--- config.mk ---
export PLATFORM = sky130hd
export DESIGN_NAME = hcr_regs
export DESIGN_NICKNAME = d
export VERILOG_FILES = /design/src/rtl/hcr_pkg.sv /design/src/rtl/hcr_nv_mem.sv /design/src/rtl/hcr_regs.sv
export SDC_FILE = /design/constraint.sdc
export NUM_CORES = 1
export LEC_CHECK = 0
export ABC_CLOCK_PERIOD_IN_PS = 10250
export BUFFER_PORTS_ARGS = -buffer_cell sky130_fd_sc_hd__buf_2
export CORE_MARGIN = 2
export CORE_UTILIZATION = 50
export CTS_CLUSTER_DIAMETER = 200
export DETAILED_ROUTE_END_ITERATION = 10
export MAX_ROUTING_LAYER = met4
export PLACE_DENSITY = 0.69
export SLEW_MARGIN = 10
export SYNTH_ARGS = -nofsm -noshare
export SYNTH_HDL_FRONTEND = slang
export SYNTH_SLANG_ARGS = --single-unit
--- constraint.sdc ---
create_clock -name i_clk -period 10.25 [get_ports i_clk]
set_clock_uncertainty 0.2 [all_clocks]
set_input_delay 2.05 -clock i_clk [delete_from_list [all_inputs] [get_ports i_clk]]
set_output_delay 2.05 -clock i_clk [all_outputs]
set_load 0.02 [all_outputs]
--- src/rtl/hcr_pkg.sv ---
// package of register offsets, field positions, reset values and timing counts
package hcr_pkg;
    // ----------------------------------------------------------------
    // register offsets
    // ----------------------------------------------------------------
    localparam logic [7:0] ADDR_CAL_BURN_CTRL  = 8'h1e;
    localparam logic [7:0] ADDR_SUPPLY_MON     = 8'h21;
    localparam logic [7:0] ADDR_RES_PERIOD     = 8'h22;
    localparam logic [7:0] ADDR_WAVE_PTR_HIGH  = 8'hfd;
    localparam logic [7:0] ADDR_WAVE_PTR_LOW   = 8'hfe;
    localparam logic [7:0] ADDR_WAVE_WR_PORT   = 8'hff;
    localparam logic [7:0] ADDR_BURN_FIRST     = 8'h16;
    localparam logic [7:0] ADDR_BURN_LAST      = 8'h1a;

    // ----------------------------------------------------------------
    // field positions and reset values
    // ----------------------------------------------------------------
    localparam int         CAL_TIME_LSB        = 4;
    localparam int         NV_STATUS_BIT       = 2;
    localparam int         NV_PROGRAM_BIT      = 0;
    localparam logic [1:0] CAL_TIME_RESET      = 2'h2;
    localparam logic [7:0] BYTE_RESET          = 8'h00;

    // ----------------------------------------------------------------
    // timing: calibration run length per code, minimum and maximum in ms
    // ----------------------------------------------------------------
    localparam int CLK_KHZ        = 250000;
    localparam int CAL0_MIN_MS    = 150;
    localparam int CAL0_MAX_MS    = 350;
    localparam int CAL1_MIN_MS    = 250;
    localparam int CAL1_MAX_MS    = 450;
    localparam int CAL2_MIN_MS    = 500;
    localparam int CAL2_MAX_MS    = 700;
    localparam int CAL3_MIN_MS    = 1000;
    localparam int CAL3_MAX_MS    = 1200;
    // target the midpoint of each window
    localparam int CAL0_CYCLES    = (CAL0_MIN_MS + CAL0_MAX_MS) / 2 * CLK_KHZ;
    localparam int CAL1_CYCLES    = (CAL1_MIN_MS + CAL1_MAX_MS) / 2 * CLK_KHZ;
    localparam int CAL2_CYCLES    = (CAL2_MIN_MS + CAL2_MAX_MS) / 2 * CLK_KHZ;
    localparam int CAL3_CYCLES    = (CAL3_MIN_MS + CAL3_MAX_MS) / 2 * CLK_KHZ;

    // ----------------------------------------------------------------
    // scaling of read-backs: supply mv full scale, period step in 10 ns units
    // ----------------------------------------------------------------
    localparam int SUPPLY_FULL_MV = 5600;
    localparam int SUPPLY_CODES   = 255;
    localparam int PERIOD_STEP_10NS = 9846;

    typedef enum logic [1:0] {
        HCR_BURN_IDLE = 2'b00,
        HCR_BURN_COPY = 2'b01,
        HCR_BURN_DONE = 2'b10
    } hcr_burn_state_t;
endpackage

--- src/rtl/hcr_nv_mem.sv ---
// five-byte one-time-programmable store with registered read data
`timescale 1ns/1ns
`default_nettype none
module hcr_nv_mem #(
    parameter int DEPTH = 5
) (
    input  wire logic                     i_clk,
    input  wire logic                     i_wr_en,
    input  wire logic [$clog2(DEPTH)-1:0] i_wr_addr,
    input  wire logic [7:0]               i_wr_data,
    input  wire logic [$clog2(DEPTH)-1:0] i_rd_addr,
    output var  logic [7:0]               o_rd_data
);
    logic [7:0] mem [DEPTH];

    // storage cells have no reset, like fuses before a burn
    always_ff @(posedge i_clk) begin
        if (i_wr_en) begin
            mem[i_wr_addr] <= i_wr_data;
        end
    end

    // registered read port
    always_ff @(posedge i_clk) begin
        o_rd_data <= mem[i_rd_addr];
    end
endmodule
`default_nettype wire

--- src/rtl/hcr_regs.sv ---
// register slice: calibration time, burn control, monitors, waveform pointer
`timescale 1ns/1ns
`default_nettype none
// Behaviour
// [RULE1] two-bit code selects calibration run length
// [RULE2] host picks duration long enough to settle
// [RULE3] status bit reads one once burned
// [RULE4] program bit copies config 0x16..0x1a to store
// [RULE5] burn allowed once; later requests ignored
// [RULE6] supply reading updates only during playback; code also takes host writes to 0x21 outside playback
// [RULE7] supply volts equal code times 5.6/255
// [RULE8] period reading valid only during playback
// [RULE9] each period count is 98.46 us
// [RULE10] 0xfd holds pointer high byte, resets zero
// [RULE11] 0xfe holds pointer low byte, resets zero
// [RULE12] ram data writes store then auto-increment
// [RULE13] reserved control bits read zero, ignore writes
module hcr_regs #(
    parameter int CYCLES_PER_MS = hcr_pkg::CLK_KHZ
) (
    input  wire logic        i_clk,
    input  wire logic        i_resetn,
    // register access from the serial-bus front end, same clock
    input  wire logic        i_reg_wr,
    input  wire logic        i_reg_rd,
    input  wire logic [7:0]  i_reg_addr,
    input  wire logic [7:0]  i_reg_wdata,
    output var  logic [7:0]  o_reg_rdata,
    output var  logic        o_reg_rvalid,
    // configuration bytes 0x16..0x1a held elsewhere, read for the burn
    output var  logic [7:0]  o_cfg_addr,
    input  wire logic [7:0]  i_cfg_data,
    // playback engine measurements
    input  wire logic        i_playing,
    input  wire logic [7:0]  i_supply_code,
    input  wire logic [7:0]  i_period_code,
    // calibration engine
    input  wire logic        i_cal_start,
    output var  logic        o_cal_busy,
    // waveform ram write port and burn busy flag
    output var  logic        o_wave_we,
    output var  logic [15:0] o_wave_addr,
    output var  logic [7:0]  o_wave_data,
    output var  logic        o_nv_busy
);
    import hcr_pkg::*;

    // ----------------------------------------------------------------
    // calibration duration
    // ----------------------------------------------------------------
    logic [1:0]  cal_time;
    logic [31:0] cal_count;

    // package counts assume the nominal clock; rescaled to the tick rate in use
    function automatic logic [31:0] cal_len(input logic [1:0] code);
        case (code)
            2'h0:    cal_len = 32'(CAL0_CYCLES / CLK_KHZ * CYCLES_PER_MS);
            2'h1:    cal_len = 32'(CAL1_CYCLES / CLK_KHZ * CYCLES_PER_MS);
            2'h2:    cal_len = 32'(CAL2_CYCLES / CLK_KHZ * CYCLES_PER_MS);
            default: cal_len = 32'(CAL3_CYCLES / CLK_KHZ * CYCLES_PER_MS);
        endcase
    endfunction

    logic wr_ctrl;
    assign wr_ctrl = i_reg_wr && (i_reg_addr == ADDR_CAL_BURN_CTRL);

    // only the duration field is stored, reserved bits dropped
    always_ff @(posedge i_clk) begin
        if (!i_resetn) begin
            cal_time <= CAL_TIME_RESET;
        end else if (wr_ctrl) begin
            cal_time <= i_reg_wdata[CAL_TIME_LSB +: 2];   // [RULE13]
        end
    end

    // run-length timer; field sampled at start so a rewrite mid-run is harmless
    always_ff @(posedge i_clk) begin
        if (!i_resetn) begin
            cal_count  <= '0;
            o_cal_busy <= 1'b0;
        end else if (i_cal_start && !o_cal_busy) begin
            cal_count  <= cal_len(cal_time) - 32'h1;  // [RULE1]
            o_cal_busy <= 1'b1;
        end else if (o_cal_busy) begin
            cal_count  <= cal_count - 32'h1;
            o_cal_busy <= (cal_count != 32'h0);
        end
    end

    // ----------------------------------------------------------------
    // one-time burn
    // ----------------------------------------------------------------
    hcr_burn_state_t burn_state;
    logic            burned;
    logic [2:0]      burn_idx;
    logic            burn_req;
    logic            nv_we;

    assign burn_req = wr_ctrl && i_reg_wdata[NV_PROGRAM_BIT];

    // once burned, further launches are ignored
    always_ff @(posedge i_clk) begin
        if (!i_resetn) begin
            burn_state <= HCR_BURN_IDLE;
            burn_idx   <= 3'h0;
            o_cfg_addr <= ADDR_BURN_FIRST;
            burned     <= 1'b0;
        end else begin
            case (burn_state)
                HCR_BURN_IDLE: begin
                    if (burn_req && !burned) begin        // [RULE5]
                        burn_state <= HCR_BURN_COPY;
                        burn_idx   <= 3'h0;
                        o_cfg_addr <= ADDR_BURN_FIRST;
                    end
                end
                HCR_BURN_COPY: begin
                    burn_idx   <= burn_idx + 3'h1;        // [RULE4]
                    o_cfg_addr <= o_cfg_addr + 8'h1;      // [RULE4]
                    if (o_cfg_addr == ADDR_BURN_LAST) begin
                        burn_state <= HCR_BURN_DONE;
                    end
                end
                HCR_BURN_DONE: begin
                    burned     <= 1'b1;                   // [RULE3]
                    burn_state <= HCR_BURN_IDLE;
                end
                default: burn_state <= HCR_BURN_IDLE;
            endcase
        end
    end

    // config address is registered in step with the index; data arrives same cycle
    always_comb begin
        nv_we = (burn_state == HCR_BURN_COPY);            // [RULE4]
    end

    hcr_nv_mem #(
        .DEPTH (5)
    ) u_nv_mem (
        .i_clk     (i_clk),
        .i_wr_en   (nv_we),
        .i_wr_addr (burn_idx),
        .i_wr_data (i_cfg_data),
        .i_rd_addr (burn_idx),
        .o_rd_data ()
    );

    always_ff @(posedge i_clk) begin
        if (!i_resetn) begin
            o_nv_busy <= 1'b0;
        end else begin
            o_nv_busy <= (burn_state != HCR_BURN_IDLE) || (burn_req && !burned);
        end
    end

    // ----------------------------------------------------------------
    // playback read-backs
    // ----------------------------------------------------------------
    logic [7:0] supply_code;
    logic [7:0] resonance_period_code;

    // held between waveforms unless the host writes 0x21 or 0x22; codes scale as 5.6 V / 255 and 98.46 us per count
    always_ff @(posedge i_clk) begin
        if (!i_resetn) begin
            supply_code           <= BYTE_RESET;
            resonance_period_code <= BYTE_RESET;
        end else if (i_playing) begin
            supply_code           <= i_supply_code;  // [RULE6] [RULE7]
            resonance_period_code <= i_period_code;  // [RULE8] [RULE9]
        end else begin
            if (i_reg_wr && i_reg_addr == ADDR_SUPPLY_MON) begin
                supply_code <= i_reg_wdata;
            end
            if (i_reg_wr && i_reg_addr == ADDR_RES_PERIOD) begin
                resonance_period_code <= i_reg_wdata;
            end
        end
    end

    // ----------------------------------------------------------------
    // waveform ram pointer and data port
    // ----------------------------------------------------------------
    logic [7:0] wave_pointer_high;
    logic [7:0] wave_pointer_low;
    logic       wr_data_port;

    assign wr_data_port = i_reg_wr && (i_reg_addr == ADDR_WAVE_WR_PORT);

    // pointer written directly or bumped after every data byte
    always_ff @(posedge i_clk) begin
        if (!i_resetn) begin
            wave_pointer_high <= BYTE_RESET;             // [RULE10]
            wave_pointer_low  <= BYTE_RESET;             // [RULE11]
        end else if (wr_data_port) begin
            {wave_pointer_high, wave_pointer_low} <=
                {wave_pointer_high, wave_pointer_low} + 16'h1;  // [RULE12]
        end else if (i_reg_wr && i_reg_addr == ADDR_WAVE_PTR_HIGH) begin
            wave_pointer_high <= i_reg_wdata;            // [RULE10]
        end else if (i_reg_wr && i_reg_addr == ADDR_WAVE_PTR_LOW) begin
            wave_pointer_low  <= i_reg_wdata;            // [RULE11]
        end
    end

    // one write pulse per data byte at the pre-increment address
    always_ff @(posedge i_clk) begin
        if (!i_resetn) begin
            o_wave_we   <= 1'b0;
            o_wave_addr <= 16'h0;
            o_wave_data <= BYTE_RESET;
        end else begin
            o_wave_we <= wr_data_port;                   // [RULE12]
            if (wr_data_port) begin
                o_wave_addr <= {wave_pointer_high, wave_pointer_low};
                o_wave_data <= i_reg_wdata;
            end
        end
    end

    // ----------------------------------------------------------------
    // read mux, one cycle latency; unmapped addresses read zero
    // ----------------------------------------------------------------
    always_ff @(posedge i_clk) begin
        if (!i_resetn) begin
            o_reg_rdata  <= BYTE_RESET;
            o_reg_rvalid <= 1'b0;
        end else begin
            o_reg_rvalid <= i_reg_rd;
            case (i_reg_addr)
                ADDR_CAL_BURN_CTRL: o_reg_rdata <= {2'h0, cal_time, 1'b0, burned,
                                                    1'b0, 1'b0};  // [RULE3] [RULE13]
                ADDR_SUPPLY_MON:    o_reg_rdata <= supply_code;
                ADDR_RES_PERIOD:    o_reg_rdata <= resonance_period_code;
                ADDR_WAVE_PTR_HIGH: o_reg_rdata <= wave_pointer_high;
                ADDR_WAVE_PTR_LOW:  o_reg_rdata <= wave_pointer_low;
                default:            o_reg_rdata <= BYTE_RESET;
            endcase
        end
    end
endmodule
`default_nettype wire

==> metrics list <==
- Run status: finished, final reports clean
- The path class of the tightest hold or removal check is flop to flop.
- Clock buffers created by TritonCTS: 17
- Antenna violations before repair: 0
* CTS H-Tree Depth: 4
* Filler cells: 1033
- Buffers placed on the I/O ports in this run total 81.
* TritonCTS sink count: roughly 110
* Standard-cell row count: 39
- Global routing finished with a remaining overflow of 0.
- Post-route ant nets: 0
- Mean routed wirelength per cell: 16.8 um
* Die outline height: about 110 um
* Mean cell area of the mapped netlist: about 8 um2
- Routability-driven placement finished with a final weighted congestion of a little over 0.9.
* Wire length of the first global-routing pass: 26300 um
* Most common cell in the synthesized netlist: sky130_fd_sc_hd__nand2_1
* Vias in the first global route: 5421
- The die covers 0.0126 mm2.
- The tool flagged a number of max-cap violations equal to 0.
- Worst reg2reg path depth: 10
* Share of the yosys chip area belonging to registers: between 30% and 40%
- Hold Fails Final Rpt: 0
- Number of unique standard cell types used by synthesis: 74
- # IOs: 90
- Reg-to-reg slack, setup: between 7000 and 8000 ps
* Setup violations, final: 0
- Ranked by instance count, the synthesized netlist is headed by sky130_fd_sc_hd__nand2_1, sky130_fd_sc_hd__dfxtp_1, sky130_fd_sc_hd__nor2_1.
* Post-synthesis share of cell area spent on full adders, half adders and majority gates: approximately 2.4%
- Met2 track demand over resource: between 40% and 50%
* Combinational family with the most area after synthesis: simple AND/OR/NAND/NOR gates
- Core Util, Final: between 60 and 70%
- The worst-case IR drop observed on VDD is ~0.15 mV.
- The critical path starts at i_cal_start.
- Across all setup checks in the final design, the least slack found is just under 6000 ps.
* Post-CTS setup buffer count: 0
- After clock tree synthesis, the repair step resized 0 gates.
* Worst-path clk slew: around 50 ps
* Area leader, netlist: sky130_fd_sc_hd__dfxtp_1
- Synth top area share: approximately 39%
- At the pin with the least slew margin, the transition time is about 1300 ps.
- Pwr dens: roughly 180 mW/mm2
- GR met3 Demand/Resource: 5.62%
- For this run, asynchronously set or reset flops after synthesis account for 0%.
- Number of enable flip-flop cells after synthesis: 0
* Main synth FF type: sky130_fd_sc_hd__dfxtp_1
- The multi-input combinational cells in the finished layout cover a total of 0.00338 mm2.
- Die X-Extent: ~110 um
- Following the worst setup path forward leads to its endpoint at cal_count[26].
- Leakage power figure: 2.74 nW
- Post-synthesis instance area: between 0.005 and 0.006 mm2
- Worst hold slack: between 200 and 250 ps
- Worst path arrival time: 4610 ps
- For this run, the post-layout net count is about 850.
- CTS Hold Buffers Added: 0
- TritonCTS clock tree: built
- After detailed routing, the total wire length is ~16000 um.
- In the final layout, flip-flops and latches occupy around 0.0023 mm2.
* Syn-to-layout area delta: 19.2%
* Layout cells sized above 1: between 10% and 20%
- Counting along the longest clock path gives a buffer depth of 2.
* Layer carrying the most global-route usage: met2
- The worst register-to-register path begins at o_cal_busy.
- Clock latency on the worst-skew pair, taken at its later pin, is between 400 and 500 ps.
* Antenna diode count: 0
- Worst reg2reg path endpoint: cal_count[26]
- Number of detailed-routing iterations run before antenna repair: 6
- Post-route DRC violation count: 0
* Top post-synthesis cells by area: sky130_fd_sc_hd__dfxtp_1, sky130_fd_sc_hd__nand2_1, sky130_fd_sc_hd__a21oi_1, sky130_fd_sc_hd__nor2_1, sky130_fd_sc_hd__mux2i_1
* Synthesized-area fraction occupied by and/or/nand/nor cells: 27.2%
- Maximum number of pins on one net before global-route repair: 60
* Synthesized flop and latch total: approximately 110
- Final worst path period share: 43.7%
- Category of the critical setup timing path: input port to flop
- Initial core utilization: between 50% and 60%
- Complex-gate fraction of the synthesized area: approximately a fifth
* Gate count of the mapped netlist: ~730
- Estimated wirelength of the detail-placed design: 10900 um
- Multiplexer cells account for under 10% of the synthesized area.
- Number of synthesis warnings: 0
* Relative slew slack: a little over an eighth
- Setup crit end kind: flop
* Detailed router's first-iteration violation count: around 470
- Area of the placeable core: 0.0114 mm2
- Summing the areas of all xor and xnor instances in the mapped netlist gives 1.05% of the synthesized area.
- The worst setup path is launched from an input port.
- For this run, the total global-route usage over all layers was measured as a little over a quarter.
- Summing over every cut layer, the via total after detailed routing is 5740.
- Summed over all failing endpoints, the final setup total negative slack is 0 ps.
- Final-report max-slew violation count: 0
- Clock root cell: sky130_fd_sc_hd__clkbuf_16
* Via density per instance: between 6 and 7
* Max Freq: about 220 MHz
* Global-route met1 utilization: roughly 34%
- The worst path needs 4480 ps of the cycle, external delays included.
* Worst setup slack after placement: 5370 ps
- Of all nets on the critical path, the largest fanout is 25.
* Data required, critical path: approximately 10000 ps
- Setup repair after global routing missed its margin: no
- Net count of the mapped netlist: 786
-- metrics by stage --
stage	instances	total power, mW	area [um2]
after CTS	951	1.26	6980
after global routing	951	1.29	6980
after floorplan	729	0.552	5860
after detailed placement	919	0.583	6310
final	951	1.25	6980
after global placement	919	0.580	6310
-- cells by family after synthesis --
kind of cell | count (synthesis)
simple gates | 322
compound gates | 184
flops | 113
buf+inv | 51
mux | 41
fa+ha+maj | 11
xor+xnor | 7
-- layer usage --
| layer | wire length, um | up-vias |
|---|---|---|
| li1 | - | 2772 |
| met5 | 0 | - |
| met2 | 7460 | 232 |
| met3 | 1100 | 29 |
| met1 | 7120 | 2707 |
| met4 | 303 | 0 |
-- worst max-delay path, cell delays in order --
cell                       delay (ps)
sky130_fd_sc_hd__buf_2            130
sky130_fd_sc_hd__nand2b_1          60
sky130_fd_sc_hd__buf_4            220
sky130_fd_sc_hd__nand2_1          100
sky130_fd_sc_hd__ha_1             290
sky130_fd_sc_hd__nor2b_1          200
sky130_fd_sc_hd__nand4_1          180
sky130_fd_sc_hd__or4_1            670
sky130_fd_sc_hd__nor3_2           270
sky130_fd_sc_hd__mux2_1           340
sky130_fd_sc_hd__o311ai_1          80
-- power breakdown --
group          switching (mW)  internal [mW]
clock network           0.208          0.467
registers              0.0134          0.453
logic                  0.0678         0.0421
total                   0.289          0.962
-- registers in the layout, summed over array words and instances (netlist names) --
name	cells
cal_count	32
o_wave_addr	16
o_cfg_addr	8
o_reg_rdata	8
o_wave_data	8
resonance_period_code	8
supply_code	8
wave_pointer_high	8
wave_pointer_low	8
burn_state	2
cal_time	2
burned	1
o_cal_busy	1
o_nv_busy	1
o_reg_rvalid	1
o_wave_we	1
-- placed cells by master, fill, tap and decap left out, types with 12 or more instances in the layout --
cell type                   count
sky130_fd_sc_hd__nor2_1        73
sky130_fd_sc_hd__clkbuf_16     17
sky130_fd_sc_hd__nand2_1      116
sky130_fd_sc_hd__o21ai_0       31
sky130_fd_sc_hd__a31oi_1       15
sky130_fd_sc_hd__a211oi_1      12
sky130_fd_sc_hd__nor3_1        21
sky130_fd_sc_hd__buf_2         81
sky130_fd_sc_hd__and3_1        13
sky130_fd_sc_hd__nand3_1       19
sky130_fd_sc_hd__nand4_1       13
sky130_fd_sc_hd__a21oi_1       69
sky130_fd_sc_hd__mux2i_1       20
sky130_fd_sc_hd__a22oi_1       12
sky130_fd_sc_hd__dfxtp_1      113
-- area by class of cell --
class	instances	share of cell area, %
Clock buffer	22	6.65
Clock inverter	10	2.94
Inverter	12	0.646
Multi-Input combinational cell	565	48.4
Sequential cell	113	32.4
Tap cell	143	2.56
Timing Repair Buffer	86	6.35
-- how the worst min path moves through the flow --
stage	startpoint	to	slack, ps	cells past startpoint
3_3_place_gp	o_wave_data[7]	o_wave_data[7]	240	2
3_5_place_dp	o_wave_addr[9]	o_wave_addr[9]	250	2
2_1_floorplan	cal_count[19]	cal_count[19]	250	2
5_1_grt	o_wave_data[2]	o_wave_data[2]	270	2
6_report	o_wave_addr[9]	o_wave_addr[9]	250	2
4_1_cts	o_wave_addr[9]	o_wave_addr[9]	250	2
Note: power is estimated with default switching activity, not from simulation.
